**config.mk**
```make
export PLATFORM = sky130hd
export DESIGN_NAME = ter_top
export DESIGN_NICKNAME = d
export VERILOG_FILES = /design/src/common/ter_pkg.sv /design/src/hdl/ter_sequencer.sv /design/src/hdl/ter_top.sv
export SDC_FILE = /design/constraint.sdc
export NUM_CORES = 1
export LEC_CHECK = 0
export ABC_AREA = 1
export ABC_CLOCK_PERIOD_IN_PS = 2200
export BUFFER_PORTS_ARGS = -buffer_cell sky130_fd_sc_hd__buf_2
export CORE_MARGIN = 2
export CORE_UTILIZATION = 40
export CTS_CLUSTER_DIAMETER = 120
export DETAILED_ROUTE_END_ITERATION = 8
export PLACE_DENSITY = 0.57
export SLEW_MARGIN = 25
export SYNTH_ARGS = -nofsm -noshare
export SYNTH_HDL_FRONTEND = slang
export SYNTH_SLANG_ARGS = --single-unit
```
**constraint.sdc**
```tcl
create_clock -name sys_clk -period 2.2 [get_ports sys_clk]
set_input_delay 0.44 -clock sys_clk [delete_from_list [all_inputs] [get_ports sys_clk]]
set_output_delay 0.44 -clock sys_clk [all_outputs]
set_load 0.005 [all_outputs]
```
**src/common/ter_pkg.sv**
```systemverilog
// Shared constants and types for the touch electrode readout block.
// Assumes a 25 MHz system clock and a host on the I2C pins.
//
// Behaviour
// [RULE_01] Filtered low bytes of electrodes 0, 1, 2 sit at 0x02, 0x04, 0x06.
// [RULE_02] Filtered high parts of electrodes 0, 1, 2 sit at 0x03, 0x05, 0x07.
// [RULE_03] Low byte register returns bits 7..0 of the 10-bit filtered result.
// [RULE_04] High register returns the top two bits, values zero to three.
// [RULE_05] Baselines of electrodes 0, 1, 2 sit at 0x1a, 0x1b, 0x1c.
// [RULE_06] Baseline register holds the 10-bit baseline with two low bits dropped.
// [RULE_07] One interrupt output is shared by all electrodes.
// [RULE_08] Interrupt asserts whenever the touch status register value changes.
// [RULE_09] Both touch and release on any electrode assert the interrupt.
// [RULE_10] Interrupt is open-drain, active low, latching until cleared.
// [RULE_11] Interrupt releases as soon as the host makes an I2C read.
// [RULE_12] Host services an interrupt by reading the touch status register.
// [RULE_13] Electrode is grounded, then charged at constant current for the charge time.
// [RULE_14] All electrodes other than the measured one are held at ground.
// [RULE_15] After charging the electrode voltage is converted by a 10-bit ADC.
// [RULE_16] After conversion the electrode discharges at the charge rate.
// [RULE_17] Host treats counts outside the valid window as invalid and retunes.
// [RULE_18] Touch status is read-only at 0x00, one bit per electrode in bits 2..0.
// [RULE_19] In three-electrode mode the shared pin is an electrode, no interrupt.
// [RULE_20] Bits 7..2 of each filtered high register read as zero.
package ter_pkg;

  localparam int CLK_PERIOD_NS = 40;

  // Register offsets
  localparam logic [7:0] TOUCH_STATUS_OFS = 8'h00;
  localparam logic [7:0] E0_FILT_LOW_OFS = 8'h02;
  localparam logic [7:0] E0_FILT_HIGH_OFS = 8'h03;
  localparam logic [7:0] E1_FILT_LOW_OFS = 8'h04;
  localparam logic [7:0] E1_FILT_HIGH_OFS = 8'h05;
  localparam logic [7:0] E2_FILT_LOW_OFS = 8'h06;
  localparam logic [7:0] E2_FILT_HIGH_OFS = 8'h07;
  localparam logic [7:0] E0_BASELINE_OFS = 8'h1a;
  localparam logic [7:0] E1_BASELINE_OFS = 8'h1b;
  localparam logic [7:0] E2_BASELINE_OFS = 8'h1c;

  // Field layout
  localparam int ADC_W = 10;
  localparam int NUM_ELEC = 3;
  localparam int FILT_LOW_MSB = 7;
  localparam int FILT_HIGH_LSB = 8;
  localparam int BASE_DROP = 2;
  localparam logic [7:0] UNMAPPED_READ = 8'h00;

  // Default 7-bit bus address
  localparam logic [6:0] I2C_ADDR_DEFAULT = 7'h4a;

  // Timing
  localparam int GROUND_TIME_NS = 1000;
  localparam int GROUND_CYC = (GROUND_TIME_NS + CLK_PERIOD_NS - 1) / CLK_PERIOD_NS;
  localparam int CHARGE_BASE_NS = 500;
  localparam int CHARGE_BASE_CYC = (CHARGE_BASE_NS + CLK_PERIOD_NS - 1) / CLK_PERIOD_NS;
  localparam int TIMER_W = 12;

  // Filter reset value
  localparam logic [ADC_W-1:0] FILT_RESET = 10'h000;

  typedef enum logic [1:0] {
    TER_MS_GROUND = 2'b00,
    TER_MS_CHARGE = 2'b01,
    TER_MS_CONVERT = 2'b10,
    TER_MS_DISCHARGE = 2'b11
  } ter_meas_state_t;

  typedef enum logic [2:0] {
    TER_IS_IDLE = 3'b000,
    TER_IS_ADDR = 3'b001,
    TER_IS_ADDR_ACK = 3'b010,
    TER_IS_WRITE = 3'b011,
    TER_IS_WRITE_ACK = 3'b100,
    TER_IS_READ = 3'b101,
    TER_IS_READ_ACK = 3'b110
  } ter_i2c_state_t;

  // Per-electrode analog switch controls
  typedef struct packed {
    logic [NUM_ELEC-1:0] ground;
    logic [NUM_ELEC-1:0] charge;
    logic [NUM_ELEC-1:0] discharge;
  } ter_elec_drive_t;

  // One finished conversion
  typedef struct packed {
    logic valid;
    logic [1:0] chan;
    logic [ADC_W-1:0] value;
  } ter_sample_t;

endpackage

```
**src/hdl/ter_sequencer.sv**
```systemverilog
// Measurement sequencer: ground, charge, convert, discharge per electrode.
// Assumes the ADC wrapper runs on sys_clk and answers adc_start with adc_done.
module ter_sequencer (
  // Clock and reset
  input wire logic sys_clk,
  input wire logic rst_b,
  // Configuration
  input wire logic three_electrode_mode,
  input wire logic [2:0] charge_time_code,
  // Converter
  output logic adc_start,
  input wire logic adc_done,
  input wire logic [ter_pkg::ADC_W-1:0] adc_data,
  // Results
  output ter_pkg::ter_elec_drive_t drive,
  output ter_pkg::ter_sample_t sample
);
  import ter_pkg::*;

  ter_meas_state_t state_reg;
  logic [1:0] chan_reg;
  logic [TIMER_W-1:0] timer_reg;
  logic [TIMER_W-1:0] charge_cyc;
  logic [2:0] shift_amt;
  logic [1:0] last_chan;

  // Code 0 is invalid and is run as the shortest time
  assign shift_amt = (charge_time_code == 3'h0) ? 3'h0 : charge_time_code - 3'h1;
  assign charge_cyc = TIMER_W'(CHARGE_BASE_CYC) << shift_amt;
  assign last_chan = three_electrode_mode ? 2'h2 : 2'h1;

  always_ff @(posedge sys_clk or negedge rst_b) begin
    if (!rst_b) begin
      state_reg <= TER_MS_GROUND;
      chan_reg <= 2'h0;
      timer_reg <= '0;
    end else begin
      unique case (state_reg)
        TER_MS_GROUND: begin
          if (timer_reg == TIMER_W'(GROUND_CYC - 1)) begin
            timer_reg <= '0;
            state_reg <= TER_MS_CHARGE; // RULE_13
          end else begin
            timer_reg <= timer_reg + 1'b1;
          end
        end
        TER_MS_CHARGE: begin
          if (timer_reg == charge_cyc - 1'b1) begin
            timer_reg <= '0;
            state_reg <= TER_MS_CONVERT; // RULE_15
          end else begin
            timer_reg <= timer_reg + 1'b1;
          end
        end
        TER_MS_CONVERT: begin
          if (adc_done) begin
            state_reg <= TER_MS_DISCHARGE;
          end
        end
        TER_MS_DISCHARGE: begin
          // Same duration as the charge phase at the same current
          if (timer_reg == charge_cyc - 1'b1) begin // RULE_16
            timer_reg <= '0;
            state_reg <= TER_MS_GROUND;
            chan_reg <= (chan_reg >= last_chan) ? 2'h0 : chan_reg + 2'h1;
          end else begin
            timer_reg <= timer_reg + 1'b1;
          end
        end
      endcase
    end
  end

  // Start pulse on entering conversion
  always_ff @(posedge sys_clk or negedge rst_b) begin
    if (!rst_b) begin
      adc_start <= 1'b0;
    end else begin
      adc_start <= (state_reg == TER_MS_CHARGE) && (timer_reg == charge_cyc - 1'b1);
    end
  end

  // Switch controls; idle electrodes stay grounded
  always_ff @(posedge sys_clk or negedge rst_b) begin
    if (!rst_b) begin
      drive.ground <= '1;
      drive.charge <= '0;
      drive.discharge <= '0;
    end else begin
      for (int i = 0; i < NUM_ELEC; i++) begin
        drive.charge[i] <= (chan_reg == 2'(i)) && (state_reg == TER_MS_CHARGE); // RULE_13
        drive.discharge[i] <= (chan_reg == 2'(i)) && (state_reg == TER_MS_DISCHARGE); // RULE_16
        drive.ground[i] <= (chan_reg != 2'(i)) || (state_reg == TER_MS_GROUND); // RULE_14
      end
    end
  end

  always_ff @(posedge sys_clk or negedge rst_b) begin
    if (!rst_b) begin
      sample <= '0;
    end else begin
      sample.valid <= (state_reg == TER_MS_CONVERT) && adc_done;
      if ((state_reg == TER_MS_CONVERT) && adc_done) begin
        sample.chan <= chan_reg;
        sample.value <= adc_data; // RULE_15
      end
    end
  end

endmodule

```
**src/hdl/ter_top.sv**
```systemverilog
// Touch electrode readout: I2C register slave, filters and interrupt.
// Assumes SCL and SDA are asynchronous pins with external pull-ups, and
// touch status comes from threshold logic on sys_clk.
module ter_top #(
  parameter logic [6:0] I2C_ADDR = ter_pkg::I2C_ADDR_DEFAULT
) (
  // Clock and reset
  input wire logic sys_clk,
  input wire logic rst_b,
  // I2C pins
  input wire logic scl_in,
  input wire logic sda_in,
  output logic sda_out,
  output logic sda_oe,
  // Shared interrupt / third electrode pin
  output logic irq_b_out,
  output logic irq_b_oe,
  // Configuration
  input wire logic three_electrode_mode,
  input wire logic [2:0] charge_time_code,
  input wire logic [ter_pkg::NUM_ELEC-1:0] touch_status,
  // Analog front end
  output logic adc_start,
  input wire logic adc_done,
  input wire logic [ter_pkg::ADC_W-1:0] adc_data,
  output ter_pkg::ter_elec_drive_t drive
);
  import ter_pkg::*;

  ter_sample_t sample;
  logic [ADC_W-1:0] filt_reg [NUM_ELEC];
  logic [ADC_W-1:0] base_reg [NUM_ELEC];
  logic [NUM_ELEC-1:0] primed_reg;
  logic [NUM_ELEC-1:0] status_reg;
  logic scl_s1, scl_s2, scl_s3;
  logic sda_s1, sda_s2, sda_s3;
  logic scl_rise, scl_fall, start_det, stop_det;
  ter_i2c_state_t i2c_reg;
  logic [3:0] bit_cnt_reg;
  logic [7:0] rx_reg;
  logic [7:0] tx_reg;
  logic [7:0] ptr_reg;
  logic ptr_done_reg;
  logic rw_reg;
  logic irq_pend_reg;
  logic status_changed;
  logic read_begin;
  logic [7:0] rd_data;

  ter_sequencer u_seq (
    .sys_clk(sys_clk),
    .rst_b(rst_b),
    .three_electrode_mode(three_electrode_mode),
    .charge_time_code(charge_time_code),
    .adc_start(adc_start),
    .adc_done(adc_done),
    .adc_data(adc_data),
    .drive(drive),
    .sample(sample)
  );

  // Second-level average and third-level baseline per electrode
  genvar g;
  generate
    for (g = 0; g < NUM_ELEC; g++) begin : g_filt
      logic [ADC_W+1:0] filt_sum;
      logic [ADC_W+3:0] base_sum;
      assign filt_sum = {2'b00, filt_reg[g]} + {1'b0, filt_reg[g], 1'b0} + {2'b00, sample.value};
      assign base_sum = {base_reg[g], 4'h0} - {4'h0, base_reg[g]} + {4'h0, filt_reg[g]};
      always_ff @(posedge sys_clk or negedge rst_b) begin
        if (!rst_b) begin
          filt_reg[g] <= FILT_RESET;
          base_reg[g] <= FILT_RESET;
          primed_reg[g] <= 1'b0;
        end else if (sample.valid && (sample.chan == 2'(g))) begin
          primed_reg[g] <= 1'b1;
          if (!primed_reg[g]) begin
            filt_reg[g] <= sample.value;
            base_reg[g] <= sample.value;
          end else begin
            filt_reg[g] <= filt_sum[ADC_W+1:2];
            base_reg[g] <= base_sum[ADC_W+3:4];
          end
        end
      end
    end
  endgenerate

  // Pin synchronisers; only stages 2 and 3 feed logic
  always_ff @(posedge sys_clk or negedge rst_b) begin
    if (!rst_b) begin
      scl_s1 <= 1'b1;
      scl_s2 <= 1'b1;
      scl_s3 <= 1'b1;
      sda_s1 <= 1'b1;
      sda_s2 <= 1'b1;
      sda_s3 <= 1'b1;
    end else begin
      scl_s1 <= scl_in;
      scl_s2 <= scl_s1;
      scl_s3 <= scl_s2;
      sda_s1 <= sda_in;
      sda_s2 <= sda_s1;
      sda_s3 <= sda_s2;
    end
  end

  assign scl_rise = scl_s2 && !scl_s3;
  assign scl_fall = !scl_s2 && scl_s3;
  assign start_det = scl_s2 && scl_s3 && sda_s3 && !sda_s2;
  assign stop_det = scl_s2 && scl_s3 && !sda_s3 && sda_s2;

  // Register read map
  always_comb begin
    rd_data = UNMAPPED_READ;
    unique case (ptr_reg)
      TOUCH_STATUS_OFS: rd_data = {{(8 - NUM_ELEC){1'b0}}, status_reg}; // RULE_18
      E0_FILT_LOW_OFS: rd_data = filt_reg[0][FILT_LOW_MSB:0]; // RULE_01 RULE_03
      E1_FILT_LOW_OFS: rd_data = filt_reg[1][FILT_LOW_MSB:0]; // RULE_01 RULE_03
      E2_FILT_LOW_OFS: rd_data = filt_reg[2][FILT_LOW_MSB:0]; // RULE_01 RULE_03
      E0_FILT_HIGH_OFS: rd_data = {6'h00, filt_reg[0][ADC_W-1:FILT_HIGH_LSB]}; // RULE_02 RULE_04 RULE_20
      E1_FILT_HIGH_OFS: rd_data = {6'h00, filt_reg[1][ADC_W-1:FILT_HIGH_LSB]}; // RULE_02 RULE_04 RULE_20
      E2_FILT_HIGH_OFS: rd_data = {6'h00, filt_reg[2][ADC_W-1:FILT_HIGH_LSB]}; // RULE_02 RULE_04 RULE_20
      E0_BASELINE_OFS: rd_data = base_reg[0][ADC_W-1:BASE_DROP]; // RULE_05 RULE_06
      E1_BASELINE_OFS: rd_data = base_reg[1][ADC_W-1:BASE_DROP]; // RULE_05 RULE_06
      E2_BASELINE_OFS: rd_data = base_reg[2][ADC_W-1:BASE_DROP]; // RULE_05 RULE_06
      default: rd_data = UNMAPPED_READ;
    endcase
  end

  // I2C slave state machine
  always_ff @(posedge sys_clk or negedge rst_b) begin
    if (!rst_b) begin
      i2c_reg <= TER_IS_IDLE;
      bit_cnt_reg <= 4'h0;
      rx_reg <= 8'h00;
      tx_reg <= 8'h00;
      ptr_reg <= 8'h00;
      ptr_done_reg <= 1'b0;
      rw_reg <= 1'b0;
      sda_oe <= 1'b0;
    end else if (start_det) begin
      i2c_reg <= TER_IS_ADDR;
      bit_cnt_reg <= 4'h0;
      ptr_done_reg <= 1'b0;
      sda_oe <= 1'b0;
    end else if (stop_det) begin
      i2c_reg <= TER_IS_IDLE;
      sda_oe <= 1'b0;
    end else begin
      unique case (i2c_reg)
        TER_IS_IDLE: begin
          sda_oe <= 1'b0;
        end
        TER_IS_ADDR, TER_IS_WRITE: begin
          if (scl_rise) begin
            rx_reg <= {rx_reg[6:0], sda_s2};
            bit_cnt_reg <= bit_cnt_reg + 4'h1;
          end else if (scl_fall && (bit_cnt_reg == 4'h8)) begin
            bit_cnt_reg <= 4'h0;
            if (i2c_reg == TER_IS_ADDR) begin
              if (rx_reg[7:1] == I2C_ADDR) begin
                rw_reg <= rx_reg[0];
                sda_oe <= 1'b1;
                i2c_reg <= TER_IS_ADDR_ACK;
              end else begin
                i2c_reg <= TER_IS_IDLE;
              end
            end else begin
              // First written byte sets the pointer; data bytes are dropped
              if (!ptr_done_reg) begin
                ptr_reg <= rx_reg;
              end
              ptr_done_reg <= 1'b1;
              sda_oe <= 1'b1;
              i2c_reg <= TER_IS_WRITE_ACK;
            end
          end
        end
        TER_IS_ADDR_ACK: begin
          if (scl_fall) begin
            if (rw_reg) begin
              tx_reg <= {rd_data[6:0], 1'b0};
              sda_oe <= !rd_data[7];
              i2c_reg <= TER_IS_READ;
            end else begin
              sda_oe <= 1'b0;
              i2c_reg <= TER_IS_WRITE;
            end
          end
        end
        TER_IS_WRITE_ACK: begin
          if (scl_fall) begin
            sda_oe <= 1'b0;
            i2c_reg <= TER_IS_WRITE;
          end
        end
        TER_IS_READ: begin
          if (scl_rise) begin
            bit_cnt_reg <= bit_cnt_reg + 4'h1;
          end else if (scl_fall) begin
            if (bit_cnt_reg == 4'h8) begin
              bit_cnt_reg <= 4'h0;
              sda_oe <= 1'b0;
              ptr_reg <= ptr_reg + 8'h01;
              i2c_reg <= TER_IS_READ_ACK;
            end else begin
              sda_oe <= !tx_reg[7];
              tx_reg <= {tx_reg[6:0], 1'b0};
            end
          end
        end
        TER_IS_READ_ACK: begin
          if (scl_rise && sda_s2) begin
            i2c_reg <= TER_IS_IDLE;
          end else if (scl_fall) begin
            tx_reg <= {rd_data[6:0], 1'b0};
            sda_oe <= !rd_data[7];
            i2c_reg <= TER_IS_READ;
          end
        end
        default: begin
          i2c_reg <= TER_IS_IDLE;
          sda_oe <= 1'b0;
        end
      endcase
    end
  end

  // SDA only ever pulls low
  always_ff @(posedge sys_clk or negedge rst_b) begin
    if (!rst_b) begin
      sda_out <= 1'b0;
    end else begin
      sda_out <= 1'b0;
    end
  end

  // Read transaction acknowledged by this device
  assign read_begin = (i2c_reg == TER_IS_ADDR_ACK) && rw_reg && scl_fall;

  always_ff @(posedge sys_clk or negedge rst_b) begin
    if (!rst_b) begin
      status_reg <= '0;
    end else begin
      status_reg <= touch_status;
    end
  end

  // Touch or release on any electrode flips a status bit
  assign status_changed = (touch_status != status_reg); // RULE_08 RULE_09

  // Set wins over a read clear in the same cycle
  always_ff @(posedge sys_clk or negedge rst_b) begin
    if (!rst_b) begin
      irq_pend_reg <= 1'b0;
    end else if (status_changed) begin
      irq_pend_reg <= 1'b1; // RULE_07 RULE_10
    end else if (read_begin) begin
      irq_pend_reg <= 1'b0; // RULE_11
    end
  end

  // Open-drain pin, released when the pin serves as the third electrode
  always_ff @(posedge sys_clk or negedge rst_b) begin
    if (!rst_b) begin
      irq_b_out <= 1'b0;
      irq_b_oe <= 1'b0;
    end else begin
      irq_b_out <= 1'b0;
      irq_b_oe <= (irq_pend_reg || status_changed) && !three_electrode_mode; // RULE_10 RULE_19
    end
  end

endmodule

```
* Word level (Yosys, flattened, before mapping)
Cells that the tools add are included.
** Storage, ports and cells
- Logic and storage cells :: 262
- Bits of input ports :: 22
- Register bits after elaboration :: 147
** Cells by class
- Shift-type cells :: 1
- Add/sub/neg operators :: 18
- Magnitude comparators :: 1
- Bitwise logic cells :: 3
- Reduce and logical (&&, ||, !) cells :: 60
- Equal/unequal tests :: 63
- Muxes and demuxes :: 80
** Operators with widths (count)
- $mux W8 :: 14
- $pmux W8 S10 :: 1
- $mux W10 :: 6
- $ne A4 B4 Y1 const B :: 12
- $add A14 B10 Y14 :: 3
- $mux W3 :: 14
- $sub A14 B10 Y14 :: 3
- $add A10 B11 Y12 :: 3
- $add A12 B10 Y12 :: 3
- $eq A8 B3 Y1 const B :: 4
- $ne A2 B2 Y1 const B :: 16
- $mux W4 :: 7
- $eq A8 B5 Y1 const B :: 3
- $mux W12 :: 2
- $pmux W12 S2 :: 1
- $pmux W8 S3 :: 1
- $logic_and A1 B1 Y1 :: 23
- $mux W1 :: 22
- $reduce_and A10 Y1 :: 2
- $pmux W3 S6 :: 1
- $reduce_and A9 Y1 :: 2
- $eq A8 B2 Y1 const B :: 2
- $pmux W8 S2 :: 1
- $mux W2 :: 7
- 37 further kinds :: 73

* Longest topological paths before layout
- Depth after elaboration :: 8
- Gate-level depth with buffers :: 17
- Depth with buffers taken out :: 16

* Hierarchy
Synthesis repeated with hierarchy kept, for this count alone.
** Unflattened totals
- Cell total of the unflattened synthesis :: 1828
- Area, all modules :: 12644.6 um^2
** By module, submodules not included
- ter_top :: times used 1, cells an instance 1523, seq. area each 2685.1 um^2, area each 10333.7 um^2
- ter_sequencer :: times used 1, cells an instance 305, seq. area each 979.7 um^2, area each 2311.0 um^2

* Least setup slack after synthesis
Ideal clock, no wire load.
- Path kind :: flip-flop to flip-flop
- Start :: reg, netlist name u_seq.sample[2]
- End :: reg filt_reg[17] (netlist bit)
- Setup time :: 139 ps
- Path slack :: -224 ps
- Arrival :: 2285 ps
- Period minus slack after synthesis :: 2424 ps
- Stages on the path, launching flop included :: 12
- Path buffers :: 0
- Data required time :: 2061 ps
- Path through :: dfrtp_1 fa_1 inv_1 fa_1 inv_1 nand2_1 o21ai_0 nand4_1 nand2_1 nand2_1 nand3_1 a22oi_1
** Between the ends
- Longest elaborated chain between the ends :: 2
** Ends and longest elaborated chain
- $add A12 B10 Y12 :: line ter_top.sv:68 : assign filt_sum = {2'b00, filt_reg[g]} + {1'b0, filt_reg[g], 1'b0} + {2'b00, sample.value};
- $mux W10 :: line ter_top.sv:77 : if (!primed_reg[g]) begin
- end signal: indexed assignment :: line ter_top.sv:78 : filt_reg[g] <= sample.value;
- end signal: indexed assignment :: line ter_top.sv:81 : filt_reg[g] <= filt_sum[ADC_W+1:2];
- end: declaration :: line ter_top.sv:31 : logic [ADC_W-1:0] filt_reg [NUM_ELEC];
No other way between the ends.
A chain may end at the register's enable or synchronous reset.

* Worst setup path in the final report
- Start :: reg, netlist name u_seq.sample[1]
- End :: reg filt_reg[5] (netlist bit)
** Between the ends
- Longest elaborated chain between the ends :: 2
** Ends and longest elaborated chain (line)
- $add A12 B10 Y12 :: ter_top.sv:68
- $mux W10 :: ter_top.sv:77
No other way between the ends.

==> reports/metrics.cfg <==
[yosys]
yosysMostFrequentCell = nand2_1
yosysUniqueCellTypes = 48
synth_area_um2 = 12300
synth.area.top_cells = dfrtp_1, nand2_1, ha_1
synth_common_cells = nand2_1, inv_1, nor2_1, a21oi_1, dfrtp_1
synth_area_leader_cell = dfrtp_1
yosysSeqAreaShare_pct = 29.9
ys.flop_type = dfrtp_1
synth-edff-count = 0
synth_seq_cells = 146
synthArstFlopShare_pct = 100
yosysTopAreaCellShare_pct = 28.0
syn_inst = 1721
ys_warn_count = 0
postSynthAreaPerCell_um2 = 7.13

[clock_tree]
cts_max_path_buffers = 2
cts_buffers = 17
clkLatencyLatePin_ns = 0.44
cts_max_level = 4
cts_sinks = 146
clockRootBuffer = clkbuf_16
path_clk_slew_ns = 0.06
tritoncts = built

[run_status]
outcome = complete, but fails checks
violations = negative setup slack

[grt]
grt_pass1_wl_mm = 62.0
use_met2_pct = 41.4
grt_pass1_vias = 12100
grt_usage_pct = 24.7
grt_busiest_layer = met2
globalRoute.totalOverflow = 0
antenna_found_initial = 0
met3_usage_pct = 2.76
met1_usage_pct = 34.2
grt_max_degree = 41

[critical_path]
crit_path_max_incr_delay_ns = 0.48
path_cells = buf_6 -> fa_1 -> nand3_2 -> fa_2 -> inv_2 -> nand3_2 -> nand2_4 -> a21oi_2 -> or2_4 -> nand3_2 -> a22oi_2
cp.required_ns = 2.50
crit_arrival_ns = 2.69
cpMostUsedCell = nand3_2
crit_path_top_delay_cell = fa_1
worst_setup_path_start_kind = flip-flop
worstSetupEndpointType = flip-flop
worst-path-max-fanout = 4
crit_type = flip-flop to flip-flop

[sta]
final.setup.worst_slack_ns = -0.192
worst_pin_slew_ns = 0.509
rsz0062_at_grt = yes
hold_viol = 0
timing.slew.headroom_pct = 66.1
clock.fmax_mhz = 418
min_period_over_period_pct = 109
finalSetupViolations = 26
slew_violations = 0
fin_worst_skew_ns = 0.0195
finalCriticalPeriod_ns = 2.39

[place]
detailedPlace.worstSlack_ns = -0.209
dp_hpwl_mm = 30.0
io_buffers = 33
dpl.cell_count = 2347
place_congestion = 0.959

[floorplanning]
ios = 36
initial_core_util_pct = 40.4
fp.dieH_um = 179
dieArea_um2 = 32100
rows = 64
core_area_um2 = 30300
fp.dieW_um = 179

[pwr]
p_leak_uw = 0.00870
combPwrFrac_pct = 73.8
p_per_area_nw_per_um2 = 1580
switchingPower_uw = 12800
seqPwrFrac_pct = 13.7
swShare_pct = 46.7
power_frac_clock_pct = 12.5
ir_worst_vdd_uv = 1070
p_int_uw = 14700

[cells_and_area]
layout.nets = 2171
area_growth_pct = 42.5
fin_util_pct = 57.6
n_antenna_cell = 0
finalNonFillerCells = 2418
drive_gt1_share_pct = 35.5

[route]
routed_wl_mm = 40.0
vias = 12400
wl_per_cell_um = 16.5
first_pass_iters = 5
vias_per_cell = 5.14
drc = 0
drtIter0Drc = 746
postRouteAntennaNets = 0

[run]
maxCapViolCount = 0

[min_path]
hold_path.class = input port to flip-flop

power by group through the flow:
stage          Combinational (µW)  Clock (µW)  Sequential (µW)
2_1_floorplan                8240           0             3740
4_1_cts                     15800        3480             3760
6_report                    20300        3430             3770
3_5_place_dp                13700           0             3810
3_3_place_gp                13500           0             3790
5_1_grt                     22000        3600             3840
what timing repair did:
item / CTS / global route
pin swaps: 67 / 163
hold buffers: 1 / 0
buffers inserted: 15 / 23
gates resized for setup: 143 / 317
endpoints found under the hold margin: 34 / 0
endpoints found under the setup margin: 51 / 64
metal layers:
| layer | part of all wire [%] | vias to the layer above | wire (µm) |
|---|---|---|---|
| met5 | 0 | - | 0 |
| met4 | 2.3 | 0 | 912 |
| met3 | 3.0 | 58 | 1190 |
| met2 | 48 | 223 | 19300 |
| met1 | 46 | 5982 | 18600 |
| li1 | - | 6163 | - |
final timing paths:
check | from | endpoint | slack (ns) | cells past startpoint
worst max-delay path | u_seq.sample[1] | filt_reg[5] | -0.19 | 11
worst min-delay path | scl_in | scl_s1 | 0.1 | 1
worst max register to register | u_seq.sample[1] | filt_reg[5] | -0.19 | 11
worst min register to register | sda_s1 | sda_s2 | 0.36 | 0
max in group asynchronous | rst_b | scl_s3 | 1.07 | 3
min in group asynchronous | rst_b | base_reg[6] | 0.50 | 2
kinds of logic after synthesis:
logic type / after synthesis / share of synthesized area, %
flip-flops: 146 / 29.9
AND/OR/NAND/NOR: 798 / 27.8
AO/OA/AOI/OAI: 312 / 14.2
XOR/XNOR: 18 / 1.29
adder cells (fa/ha/maj): 140 / 17.2
other: 1 / 0.0306
buffers and inverters: 306 / 9.57
cells in the final DEF (no fill, tap or decap), drive strengths merged:
master / count
nand2: 398
buf: 292
inv: 280
nor2: 182
a21oi: 150
dfrtp: 137
nand3: 135
o21ai: 95
ha: 92
fa: 48
nor3: 29
a22oi: 26
nand4: 21
clkbuf: 21
xor2: 17
or2: 13
dfstp: 9
o211ai: 9
nand3b: 8
o21bai: 7
and2: 6
bufinv: 6
clkinv: 6
nor4: 5
o21a: 4
a21boi: 4
o22ai: 4
a31oi: 4
a21o: 3
a211o: 2
o31ai: 2
conb: 2
a22o: 1
nor3b: 1
a211oi: 1
xnor2: 1
dlygate4sd3: 1
cell type report:
cell class / count / area (µm²)
sequential: 146 / 3680
tap: 396 / 495
fill: 2744 / 12900
inverter: 281 / 1060
timing repair buffer: 293 / 2320
clock buffer: 21 / 460
multi-input combinational: 1270 / 9230
clock inverter: 11 / 224
per-stage QoR:
stage | setup TNS (ns) | total power [µW] | hold slack, ns | area, µm²
6_report | -1.51 | 27500 | 0.0981 | 17500
4_1_cts | -0.510 | 23000 | 0.0849 | 16100
5_1_grt | -4.90 | 29500 | 0.0874 | 17500
2_1_floorplan | -0.0166 | 12000 | 0.144 | 12400
3_5_place_dp | -6.34 | 17500 | 0.349 | 14700
3_3_place_gp | -4.72 | 17300 | 0.346 | 14700
worst max-delay path: cells and delay by family, from the launching register on:
family	cells	cell delay [ns]
buffers and inverters	2	0.22
AND/OR/NAND/NOR	5	0.58
flip-flops	1	0.46
adder cells (fa/ha/maj)	2	0.89
AO/OA/AOI/OAI	2	0.11
Power figures use the tool's default switching activity.
